===== src/core/dtm_map.svh =====
// Register addresses, field positions and constants for the dual timer
`ifndef DTM_MAP_SVH
`define DTM_MAP_SVH
`define DTM_ADDR_A 16'hff4d
`define DTM_ADDR_B 16'hff4e
`define DTM_RESET_VAL 8'h00
`define DTM_RUN 7
`define DTM_EDGE 6
`define DTM_OE2 6
`define DTM_CLK_HI 5
`define DTM_CLK_LO 3
`define DTM_MODE_HI 2
`define DTM_MODE_LO 1
`define DTM_OE 0
`define DTM_DIV4 2'h3
`define DTM_DIV8 3'h7
`define DTM_DIV128 7'h7f
`define DTM_ZERO 8'h00
`define DTM_FULL 8'hff
`endif


===== src/core/dtm_pkg.sv =====
// Types shared by the dual timer
package dtm_pkg;
  typedef enum logic [3:0] {
    dtm_discrete = 4'h0,
    dtm_cascade = 4'h5,
    dtm_carrier = 4'h3,
    dtm_a_disc_b_pwm = 4'h2,
    dtm_both_pwm = 4'ha,
    dtm_a_pwm_b_disc = 4'h8
  } dtm_mode_type;
  typedef struct packed {
    logic [7:0] compare_a;
    logic [7:0] compare_b;
    logic [7:0] high_width_compare;
  } dtm_cmp_type;
  typedef struct packed {
    logic wr;
    logic bit_op;
    logic [2:0] bit_sel;
    logic [15:0] addr;
    logic [7:0] wdata;
  } dtm_bus_type;
endpackage


===== src/core/dtm_timer.sv =====
// Dual 8-bit timer mode control, counters and output gating
`timescale 1ns/100ps
`include "dtm_map.svh"
module dtm_timer (
  input wire logic clk_in,
  input wire logic resetn_in,
  input wire dtm_pkg::dtm_bus_type bus_in,
  input wire logic [15:0] raddr_in,
  input wire dtm_pkg::dtm_cmp_type cmp_in,
  input wire logic sub_clock_in,
  input wire logic external_count_input_in,
  input wire logic carrier_clock_in,
  output logic [7:0] rdata_out,
  output logic [7:0] counter_a_out,
  output logic [7:0] counter_b_out,
  output logic timer_a_out_pin_out,
  output logic timer_b_first_out_pin_out,
  output logic timer_b_second_out_pin_out
);
  import dtm_pkg::*;

  // Apply a byte or a single-bit write to a register
  function automatic logic [7:0] apply_wr(input logic [7:0] cur,
                                          input dtm_bus_type b);
    logic [7:0] r;
    r = cur;
    if (b.bit_op) begin
      r[b.bit_sel] = b.wdata[0];
    end else begin
      r = b.wdata;
    end
    return r;
  endfunction

  logic [7:0] timer_a_mode_control, timer_b_mode_control;
  logic [7:0] next_timer_a_mode_control, next_timer_b_mode_control;
  logic [7:0] counter_a, counter_b, next_counter_a, next_counter_b;
  logic [6:0] prescale, next_prescale;
  logic [2:0] ext_div, next_ext_div;
  logic sub_q, ext_q, match_b_q, out_b_q, carrier_q, clk_a_q;
  logic next_sub_q, next_ext_q, next_match_b_q, next_carrier_q, next_clk_a_q;
  logic out_a, out_b, next_out_a, next_out_b;
  logic [7:0] next_rdata;
  dtm_mode_type mode;
  logic run_a, run_b, tick_a, tick_b, src_a, match_a, match_b;
  logic ext_rise;

  // Register writes; prohibited codes are stored as written
  always_comb begin
    next_timer_a_mode_control = timer_a_mode_control;
    next_timer_b_mode_control = timer_b_mode_control;
    if (bus_in.wr && bus_in.addr == `DTM_ADDR_A) begin
      next_timer_a_mode_control =
        apply_wr(timer_a_mode_control, bus_in);
    end
    if (bus_in.wr && bus_in.addr == `DTM_ADDR_B) begin
      next_timer_b_mode_control =
        apply_wr(timer_b_mode_control, bus_in);
    end
    next_rdata = `DTM_ZERO;
    if (raddr_in == `DTM_ADDR_A) begin
      next_rdata = timer_a_mode_control;
    end else if (raddr_in == `DTM_ADDR_B) begin
      next_rdata = timer_b_mode_control;
    end
  end

  // Joint mode taken from both registers, A mode field in the upper two bits, B in the lower two
  assign mode = dtm_mode_type'(
    {timer_a_mode_control[`DTM_MODE_HI:`DTM_MODE_LO],
     timer_b_mode_control[`DTM_MODE_HI:`DTM_MODE_LO]});
  assign run_b = timer_b_mode_control[`DTM_RUN];
  assign run_a = (mode == dtm_cascade) ? run_b
                 : timer_a_mode_control[`DTM_RUN];
  assign match_a = counter_a == cmp_in.compare_a;
  assign match_b = (mode == dtm_a_disc_b_pwm || mode == dtm_both_pwm)
                   ? counter_b == cmp_in.high_width_compare
                   : counter_b == cmp_in.compare_b;
  assign ext_rise = external_count_input_in && !ext_q;

  // Timer B count source select
  always_comb begin
    case (timer_b_mode_control[`DTM_CLK_HI:`DTM_CLK_LO])
      3'h0: tick_b = 1'b1;
      3'h1: tick_b = prescale[1:0] == `DTM_DIV4;
      3'h2: tick_b = ext_rise;
      3'h3: tick_b = ext_rise && ext_div[0];
      3'h4: tick_b = ext_rise && ext_div[1:0] == `DTM_DIV4;
      3'h5: tick_b = ext_rise && ext_div == `DTM_DIV8;
      default: tick_b = 1'b0;
    endcase
  end

  // Timer A count source; level sources edge-detected against clk_a_q
  always_comb begin
    src_a = 1'b0;
    tick_a = 1'b0;
    if (mode == dtm_cascade) begin
      tick_a = tick_b;
    end else begin
      case (timer_a_mode_control[`DTM_CLK_HI:`DTM_CLK_LO])
        3'h0: tick_a = 1'b1;
        3'h1: tick_a = prescale[2:0] == `DTM_DIV8;
        3'h2: tick_a = prescale == `DTM_DIV128;
        3'h3: src_a = sub_q;
        3'h4: src_a = match_b_q;
        3'h5: src_a = (mode == dtm_carrier) ? carrier_q : out_b_q;
        default: src_a = 1'b0;
      endcase
      // Both edges only in PWM modes of timer A
      if (timer_a_mode_control[`DTM_CLK_HI:`DTM_CLK_LO] >= 3'h3 &&
          timer_a_mode_control[`DTM_CLK_HI:`DTM_CLK_LO] <= 3'h5) begin
        tick_a = (timer_a_mode_control[`DTM_EDGE] &&
                  (mode == dtm_both_pwm || mode == dtm_a_pwm_b_disc))
                 ? src_a != clk_a_q
                 : src_a && !clk_a_q;
      end
    end
  end

  // Counter next values and clear conditions
  always_comb begin
    next_prescale = prescale + 7'h01;
    next_ext_div = ext_rise ? ext_div + 3'h1 : ext_div;
    next_sub_q = sub_clock_in;
    next_ext_q = external_count_input_in;
    next_carrier_q = carrier_clock_in;
    next_clk_a_q = src_a;
    next_counter_a = counter_a;
    next_counter_b = counter_b;
    next_out_a = out_a;
    next_out_b = out_b;
    next_match_b_q = 1'b0;
    if (!run_b) begin
      next_counter_b = `DTM_ZERO;
      next_out_b = 1'b0;
    end else if (tick_b) begin
      if (mode == dtm_cascade) begin
        // Upper byte advances when the lower byte wraps
        if (tick_a && counter_a == `DTM_FULL) begin
          next_counter_b = counter_b + 8'h01;
        end
      end else if (match_b || counter_b == `DTM_FULL) begin
        next_counter_b = `DTM_ZERO;
        next_match_b_q = match_b;
        next_out_b = !out_b;
      end else begin
        next_counter_b = counter_b + 8'h01;
      end
    end
    if (!run_a) begin
      next_counter_a = `DTM_ZERO;
      next_out_a = 1'b0;
    end else if (tick_a) begin
      if (mode == dtm_cascade) begin
        if (match_a && match_b) begin
          next_counter_a = `DTM_ZERO;
          next_counter_b = `DTM_ZERO;
          next_out_a = !out_a;
        end else begin
          next_counter_a = counter_a + 8'h01;
        end
      end else if (match_a || counter_a == `DTM_FULL) begin
        next_counter_a = `DTM_ZERO;
        next_out_a = !out_a;
      end else begin
        next_counter_a = counter_a + 8'h01;
      end
    end
  end

  // State registers
  always_ff @(posedge clk_in or negedge resetn_in) begin
    if (!resetn_in) begin
      timer_a_mode_control <= `DTM_RESET_VAL;
      timer_b_mode_control <= `DTM_RESET_VAL;
      counter_a <= `DTM_ZERO;
      counter_b <= `DTM_ZERO;
      prescale <= 7'h00;
      ext_div <= 3'h0;
      sub_q <= 1'b0;
      ext_q <= 1'b0;
      carrier_q <= 1'b0;
      clk_a_q <= 1'b0;
      match_b_q <= 1'b0;
      out_b_q <= 1'b0;
      out_a <= 1'b0;
      out_b <= 1'b0;
      rdata_out <= `DTM_ZERO;
    end else begin
      timer_a_mode_control <= next_timer_a_mode_control;
      timer_b_mode_control <= next_timer_b_mode_control;
      counter_a <= next_counter_a;
      counter_b <= next_counter_b;
      prescale <= next_prescale;
      ext_div <= next_ext_div;
      sub_q <= next_sub_q;
      ext_q <= next_ext_q;
      carrier_q <= next_carrier_q;
      clk_a_q <= next_clk_a_q;
      match_b_q <= next_match_b_q;
      out_b_q <= next_out_b;
      out_a <= next_out_a;
      out_b <= next_out_b;
      rdata_out <= next_rdata;
    end
  end

  assign counter_a_out = counter_a;
  assign counter_b_out = counter_b;
  // Output gating; code 11 of the B enables drives neither pin
  assign timer_a_out_pin_out = out_a
    && timer_a_mode_control[`DTM_OE];
  assign timer_b_first_out_pin_out = out_b && timer_b_mode_control[`DTM_OE]
    && !timer_b_mode_control[`DTM_OE2];
  assign timer_b_second_out_pin_out = out_b && timer_b_mode_control[`DTM_OE2]
    && !timer_b_mode_control[`DTM_OE];

  AST_RUN_A_CLEAR: assert property (
    @(posedge clk_in) disable iff (!resetn_in)
    !run_a |=> counter_a == `DTM_ZERO) else $error("counter A not cleared");
  AST_RUN_B_CLEAR: assert property (
    @(posedge clk_in) disable iff (!resetn_in)
    !run_b |=> counter_b == `DTM_ZERO) else $error("counter B not cleared");
  AST_PWM_HW: assert property (
    @(posedge clk_in) disable iff (!resetn_in)
    (mode == dtm_both_pwm && run_b && tick_b && match_b)
    |=> counter_b == `DTM_ZERO) else $error("B not cleared on match");
  AST_CASC_RUN: assert property (
    @(posedge clk_in) disable iff (!resetn_in)
    (mode == dtm_cascade && !run_b && $past(mode) == dtm_cascade)
    |-> ##1 counter_a == `DTM_ZERO) else $error("cascade clear lost");
  AST_OE_A: assert property (
    @(posedge clk_in) disable iff (!resetn_in)
    !timer_a_mode_control[`DTM_OE] |-> !timer_a_out_pin_out)
    else $error("A pin not gated");
  AST_OE_B: assert property (
    @(posedge clk_in) disable iff (!resetn_in)
    !(timer_b_first_out_pin_out && timer_b_second_out_pin_out))
    else $error("both B pins active");
  AST_WR_A: assert property (
    @(posedge clk_in) disable iff (!resetn_in)
    (bus_in.wr && !bus_in.bit_op && bus_in.addr == `DTM_ADDR_A)
    |=> timer_a_mode_control == $past(bus_in.wdata))
    else $error("A write lost");
  AST_RD_B: assert property (
    @(posedge clk_in) disable iff (!resetn_in)
    raddr_in == `DTM_ADDR_B |=> rdata_out == $past(timer_b_mode_control))
    else $error("B readback wrong");
  AST_MAIN_CLK: assert property (
    @(posedge clk_in) disable iff (!resetn_in)
    (run_b && mode == dtm_discrete && !match_b && counter_b != `DTM_FULL
     && timer_b_mode_control[`DTM_CLK_HI:`DTM_CLK_LO] == 3'h0)
    |=> counter_b == $past(counter_b) + 8'h01) else $error("B no count");
endmodule


===== config.mk =====
export PLATFORM = sky130hd
export DESIGN_NAME = dtm_timer
export DESIGN_NICKNAME = d
export VERILOG_FILES = /design/src/core/dtm_pkg.sv /design/src/core/dtm_timer.sv
export VERILOG_INCLUDE_DIRS = /design/src /design/src/core
export SDC_FILE = /design/constraint.sdc
export NUM_CORES = 1
export LEC_CHECK = 0
export ABC_AREA = 1
export ABC_CLOCK_PERIOD_IN_PS = 4100
export BUFFER_PORTS_ARGS = -buffer_cell sky130_fd_sc_hd__buf_2
export CAP_MARGIN = 20
export CORE_MARGIN = 1
export CORE_UTILIZATION = 35
export CTS_CLUSTER_DIAMETER = 30
export CTS_CLUSTER_SIZE = 12
export DETAILED_ROUTE_END_ITERATION = 7
export GPL_ROUTABILITY_DRIVEN = 0
export HOLD_SLACK_MARGIN = 0.03
export MAX_ROUTING_LAYER = met4
export SLEW_MARGIN = 20
export SYNTH_ARGS = -nofsm -noshare
export SYNTH_HDL_FRONTEND = slang
export SYNTH_SLANG_ARGS = --single-unit

===== constraint.sdc =====
create_clock -name clk_in -period 4.1 [get_ports clk_in]
set_clock_uncertainty 0.15 [all_clocks]
set_input_delay 0.205 -clock clk_in [delete_from_list [all_inputs] [get_ports clk_in]]
set_output_delay 0.205 -clock clk_in [all_outputs]
set_load 0.05 [all_outputs]

==> impl_metrics.env, run 1 <==
export IMPL_final_common_cell="nand2_1"
export IMPL_synth_edf_count=0
export IMPL_fillers=1089
export IMPL_fp_dieH_um=105.7
export IMPL_cap_violations=0
export IMPL_htree_levels=3
export IMPL_fp_dieW_um=105.7
export IMPL_cts_sinks=57
export IMPL_yosysWarnings=0
export IMPL_crit_fanout=13
export IMPL_syn_area_um2=3765
export IMPL_use_met1_pct=23.49
export IMPL_crit_path_end_kind="flip-flop"
export IMPL_drt_iter0_drc=177
export IMPL_cp_data_arrival_time_ns=2.91
export IMPL_yosys_register_bits=57
export IMPL_fin_cells=754
export IMPL_finalNetCount=694
export IMPL_antenna_found_initial=0
export IMPL_rsz0062_at_grt="false"
export IMPL_cts_tree="built"
export IMPL_grt_use_total_pct=18.10
export IMPL_fp_coreArea_um2=10370
export IMPL_placed_cells=733
export IMPL_placementRows=37
export IMPL_fin_crit_sh_pct=68.27
export IMPL_holdWs_ns=0.08437
export IMPL_p_leak_uw=0.002541
export IMPL_rrSetupSlack_ns=1.30
export IMPL_tns_ns=0
export IMPL_final_cell_mix="nand2_1, buf_2, inv_1, dfrtp_1, nand3_1"
export IMPL_gr_total_overflow=0
export IMPL_avgRoutedWirePerCell_um=12.30
export IMPL_start_kind="flip-flop"
export IMPL_cts_buffers=9
export IMPL_crit_family="simple AND/OR/NAND/NOR gates"
export IMPL_synthCells=502
export IMPL_dieArea_um2=11180
export IMPL_vias_per_cell=4.870
export IMPL_clk_pin_slew_ns=0.07
export IMPL_drv_slew=0
export IMPL_setup_violations=0
export IMPL_cts_buffer_depth=2
export IMPL_met2_usage_pct=28.85
export IMPL_ys_async_sr_fraction_pct=100.0
export IMPL_io_buffers=100
export IMPL_cts_setup_buffers=0
export IMPL_slew_headroom_pct=55.20
export IMPL_dpl_cell_area_um2=4400
export IMPL_use_met3_pct=3.649
export IMPL_postLayoutCellArea_um2=4690
export IMPL_synth_distinct_cells=40
export IMPL_grt_pass1_vias=3508
export IMPL_ys_seq_area_share_pct=37.89
export IMPL_cpMaxStageDelayCell="dfrtp_1"
export IMPL_start_util_pct=36.31
export IMPL_synth_top_flop_cell="dfrtp_1"
export IMPL_critical_path_class="flip-flop to flip-flop"
export IMPL_fmax_mhz=357.3
export IMPL_max_stage_delay_ns=0.66
export IMPL_max_slew_worst_pin_slew_ns=0.6684
export IMPL_ioPinCount=101
export IMPL_finalHoldViolCount=0
export IMPL_drc=0
export IMPL_finalCriticalPeriod_ns=2.799
export IMPL_crit_buf_inv=1
export IMPL_diodes=0
export IMPL_firstDrtPassIters=4
export IMPL_syn_nets=583
export IMPL_grt_pass1_wl_um=15780
export IMPL_syn_area_per_cell_um2=7.500
export IMPL_vias=3672
export IMPL_crit_chain="nand3_1 -> o211ai_1 -> nand3_1 -> ha_1 -> nand3b_1 -> nand3_1 -> nand2_1 -> nand2_1 -> nand3_2 -> a21oi_2 -> nand2_1 -> o21ai_0 -> inv_1 -> nor2_1"
export IMPL_p_per_area_nw_per_um2=287.3
export IMPL_grt_max_degree=35
export IMPL_outcome="finished, final reports clean"
export IMPL_hp_class="input pin to flip-flop"
export IMPL_clkLatencyLatePin_ns=0.34
export IMPL_ant_nets=0
export IMPL_top_usage_layer="met2"
export IMPL_ctsRootBufferMaster="clkbuf_8"
export IMPL_worst_slack_ns=1.301
export IMPL_peakVddDrop_mv=0.1584
export IMPL_routed_wl_um=9272
export IMPL_dp_hpwl_um=7228
export IMPL_required_ns=4.21
export IMPL_syn_to_final_growth_pct=24.56
export IMPL_drive_gt1_share_pct=25.08
export IMPL_dp_slack_ns=1.332
==> flip-flops by register name (all words and copies together) (netlist names), 3 cells and up <==
register,cells
rdata_out,8
timer_b_mode_control,8
counter_b_out,8
counter_a_out,8
timer_a_mode_control,8
ext_div,3
prescale,7
==> timing repair <==
action                                 CTS  global route
endpoints found under the hold margin   28             0
hold buffers                             5             0
resized for setup                        0             0
setup endpoints to repair                0             0
==> cell type report <==
class / instances / area, um^2 / area share (%)
Sequential cell: 57 / 1426 / 30.42
Clock buffer: 12 / 165.2 / 3.522
Clock inverter: 4 / 73.82 / 1.574
Timing Repair Buffer: 106 / 558.0 / 11.90
Multi-Input combinational cell: 360 / 1999 / 42.64
Tap cell: 136 / 170.2 / 3.629
Inverter: 79 / 296.5 / 6.323
==> where the power goes <==
| part | switching [uW] | total, uW | internal, uW |
|---|---|---|---|
| Sequential | 12.7 | 591 | 579 |
| Combinational | 70.2 | 133 | 62.4 |
| Clock | 231 | 623 | 392 |
==> per-layer routing <==
metal / wire, um / vias up
met3: 541 / 9
met2: 4285 / 121
met5: 0 / -
li1: - / 1859
met4: 86 / 0
met1: 4359 / 1683
==> logic make-up (layout without fill, tap and decap cells) <==
| kind of cell | Yosys count | after routing | share of synthesized area (%) |
|---|---|---|---|
| multiplexers | 15 | 15 | 3.988 |
| AO/OA/AOI/OAI | 42 | 42 | 7.312 |
| buffers and inverters | 85 | 201 | 9.006 |
| XOR/XNOR | 17 | 17 | 3.955 |
| flip-flops | 57 | 57 | 37.89 |
| adder cells (fa/ha/maj) | 7 | 7 | 2.326 |
| AND/OR/NAND/NOR | 279 | 279 | 35.53 |
==> stage by stage <==
step / total power (uW) / utilization [%]
final: 1347 / 45.22
after global routing: 1408 / 45.22
after CTS: 1359 / 45.22
after detailed placement: 732.5 / 42.43
after global placement: 728.5 / 42.43
after floorplan: 666.8 / -
==> worst paths after layout <==
check / depth (start not counted) / to / start
worst min-delay path: 3 / timer_b_mode_control[4] / bus_in[4]
worst max-delay path: 14 / counter_b_out[1] / timer_b_mode_control[2]
max in group asynchronous: 3 / counter_b_out[1] / resetn_in
worst min register to register: 1 / prescale[0] / prescale[0]
min in group asynchronous: 2 / rdata_out[4] / resetn_in
worst max register to register: 14 / counter_b_out[1] / timer_b_mode_control[2]
==> synthesized netlist by cell type, types with 2 or more instances <==
cell type | count | area share (%)
nor2_2 | 4 | 0.66
o21ai_1 | 9 | 1.2
nor3_1 | 21 | 2.8
inv_1 | 75 | 7.5
buf_6 | 2 | 0.60
xor2_1 | 14 | 3.3
nand2_2 | 7 | 1.2
a21oi_2 | 2 | 0.47
nand3_2 | 7 | 1.9
nor2_4 | 3 | 0.90
nand3b_1 | 7 | 1.4
o31ai_1 | 2 | 0.40
nand2_1 | 110 | 11
ha_1 | 7 | 2.3
a21oi_1 | 5 | 0.66
nand3_1 | 51 | 6.8
a22oi_1 | 6 | 1.2
xnor2_1 | 3 | 0.70
nand4_1 | 9 | 1.5
nor2_1 | 47 | 4.7
or2_2 | 7 | 1.2
mux2i_1 | 15 | 4.0
inv_2 | 4 | 0.40
o21ai_0 | 6 | 0.80
dfrtp_1 | 57 | 38
nor3_2 | 2 | 0.53
o32ai_1 | 7 | 1.6
==> worst register-to-register path, delay by kind of cell, from the launching register on <==
kind | cells | cell delay [ns]
adders and majority gates | 1 | 0.27
buffers and inverters | 1 | 0.06
and+or+nand+nor | 9 | 1.02
AOI/OAI and AO/OA | 3 | 0.57
DFF | 1 | 0.66
(Power assumes the default switching activity.)
==> run 2, diff against run 1 <==
Settings changed: ABC_CLOCK_PERIOD_IN_PS 4100 to 2300.
Clock period 4.1 ns to 2.3 ns, I/O delays scaled along.
==> run 2 against run 1 <==
Effect of this change: non-clock buffer count grew 47; register-to-register slack worse by 1.4 ns; power rose by 76%; largest power group unchanged; count of clock-buffer cells in the layout is 1 lower; design area up 11%; utilization grew 4.9 points; die area unchanged; sequential cell count unchanged; the run now ends with setup timing left; routed wire length increased by 6.4%; maximum frequency increased by 15%; global-route usage is 0.78 points higher; first-iteration DRC count decreased by 53%.
==> impl_metrics.env, run 2 (same netlist as run 1, synthesis figures left out) <==
export IMPL_cp_num_cells=15
export IMPL_fp_coreArea_um2=10370
export IMPL_ctsRootBufferMaster="clkbuf_8"
export IMPL_holdWs_ns=0.07219
export IMPL_htree_levels=3
export IMPL_drt_iter0_drc=84
export IMPL_routed_wl_um=9862
export IMPL_fp_dieW_um=105.7
export IMPL_start_util_pct=36.31
export IMPL_worst_slack_ns=-0.1388
export IMPL_fin_crit_sh_pct=106.0
export IMPL_cts_tree="built"
export IMPL_crit_fanout=7
export IMPL_dp_hpwl_um=7524
export IMPL_vias_per_cell=4.831
export IMPL_use_met3_pct=4.267
export IMPL_reg2reg_depth=15
export IMPL_grt_pass1_vias=3752
export IMPL_multiInputGateArea_um2=2108
export IMPL_peakVddDrop_mv=0.2887
export IMPL_p_per_area_nw_per_um2=456.8
export IMPL_met2_usage_pct=32.49
export IMPL_crit_buf_inv=1
export IMPL_hp_class="input pin to flip-flop"
export IMPL_crit_family="simple AND/OR/NAND/NOR gates"
export IMPL_cts_buffer_depth=2
export IMPL_grt_use_total_pct=18.88
export IMPL_top_usage_layer="met2"
export IMPL_avgRoutedWirePerCell_um=12.31
export IMPL_grt_max_degree=33
export IMPL_crit_path_end_kind="flip-flop"
export IMPL_crit_chain="inv_2 -> nor2_4 -> nand3_2 -> o211ai_1 -> nand3_1 -> ha_1 -> nand3b_1 -> nand3_2 -> nand2_2 -> nand2_4 -> nand2_4 -> nor2_4 -> nand3_4 -> nand3_1 -> nor2_1"
export IMPL_cap_violations=0
export IMPL_gr_total_overflow=0
export IMPL_diodes=0
export IMPL_required_ns=2.38
export IMPL_dp_slack_ns=-0.1911
export IMPL_max_stage_delay_ns=0.37
export IMPL_slew_headroom_pct=56.43
export IMPL_use_met1_pct=22.36
export IMPL_rrSetupSlack_ns=-0.14
export IMPL_start_kind="flip-flop"
export IMPL_cts_buffers=9
export IMPL_outcome="finished with violations"
export IMPL_clkLatencyLatePin_ns=0.34
export IMPL_antenna_found_initial=0
export IMPL_finalHoldViolCount=0
export IMPL_clk_pin_slew_ns=0.07
export IMPL_cp_data_arrival_time_ns=2.52
export IMPL_grt_pass1_wl_um=16360
export IMPL_final_cell_mix="nand2_1, buf_2, inv_1, dfrtp_1, nand3_1"
export IMPL_ant_nets=0
export IMPL_drive_gt1_share_pct=31.58
export IMPL_drc=0
export IMPL_final_common_cell="nand2_1"
export IMPL_fp_dieH_um=105.7
export IMPL_max_slew_worst_pin_slew_ns=0.6536
export IMPL_p_leak_uw=0.002774
export IMPL_critical_path_class="flip-flop to flip-flop"
export IMPL_vias=3870
export IMPL_setup_violations=17
export IMPL_cts_sinks=57
export IMPL_syn_to_final_growth_pct=38.12
export IMPL_dieArea_um2=11180
export IMPL_fmax_mhz=410.0
export IMPL_rsz0062_at_grt="true"
export IMPL_cpMaxStageDelayCell="dfrtp_1"
export IMPL_io_buffers=100
export IMPL_finalCriticalPeriod_ns=2.439
export IMPL_finalNetCount=741
export IMPL_firstDrtPassIters=4
export IMPL_violations="setup timing"
export IMPL_register_area_um2=1426
export IMPL_min_path_cells=4
export IMPL_ioPinCount=101
export IMPL_placementRows=37
export IMPL_drv_slew=0
export IMPL_fillers=1033
==> run 2: cell types whose count changed in the layout (fill, tap and decap cells not counted), moves of 2 or more <==
cell / before / now
buf_12: 0 / 2
buf_4: 1 / 34
buf_6: 0 / 3
dlygate4sd3_1: 5 / 14
nand2_1: 110 / 104
nand2_4: 0 / 5
nand3_1: 51 / 49
nor3_1: 21 / 19
nor3_2: 2 / 4
o21ai_0: 6 / 1
o21ai_1: 9 / 11
o21ai_2: 0 / 3
==> run 2: what timing repair did <==
action | in CTS | in global routing
pin swaps | 10 | 15
setup endpoints to repair | 14 | 22
setup buffers | 3 | 8
endpoints found under the hold margin | 46 | 0
hold buffers | 14 | 0
gates resized for setup | 8 | 20
==> run 2: metrics by stage <==
stage	cells	utilization [%]	cell area (um^2)	TNS (ns)	power [uW]
finish	801	50.14	5200	-1.450	2375
global placement	760	44.78	4643	-0.7635	1302
detailed placement	760	44.78	4643	-1.330	1310
CTS	793	48.85	5066	-0.6420	2401
global route	801	50.14	5200	-4.848	2490
floorplan	502	-	3784	-0.02400	1189
==> run 2: layer usage <==
| layer | up-vias | wire length (um) |
|---|---|---|
| met5 | - | 0 |
| met4 | 0 | 91 |
| met3 | 11 | 447 |
| met2 | 116 | 4916 |
| met1 | 1789 | 4408 |
| li1 | 1954 | - |
==> run 2: report_power, final <==
part	total [uW]	switching [uW]	internal [uW]
sequential	1050	20.2	1030
combinational	252	129	123
clock	1070	406	665
total	2380	555	1820
==> run 2: final timing paths <==
kind / from / endpoint
min in group asynchronous: resetn_in / timer_b_mode_control[0]
max reg2reg: timer_b_mode_control[1] / counter_b_out[7]
min reg2reg: prescale[0] / prescale[0]
max: timer_b_mode_control[1] / counter_b_out[7]
max in group asynchronous: resetn_in / prescale[6]
min: bus_in[1] / timer_a_mode_control[1]
==> run 2: final cells by class <==
class,instances,area share [%]
inverters,79,5.703
clock buffers,11,2.911
flip-flops and latches,57,27.43
multi-input cells,360,40.54
clock inverters,5,1.492
repair buffers,153,18.65
well taps,136,3.272
==> run 2: worst min-delay path: stages <==
cell and delay, ns:
buf_2 0.09, a22o_1 0.13, inv_1 0.05, mux2i_1 0.12
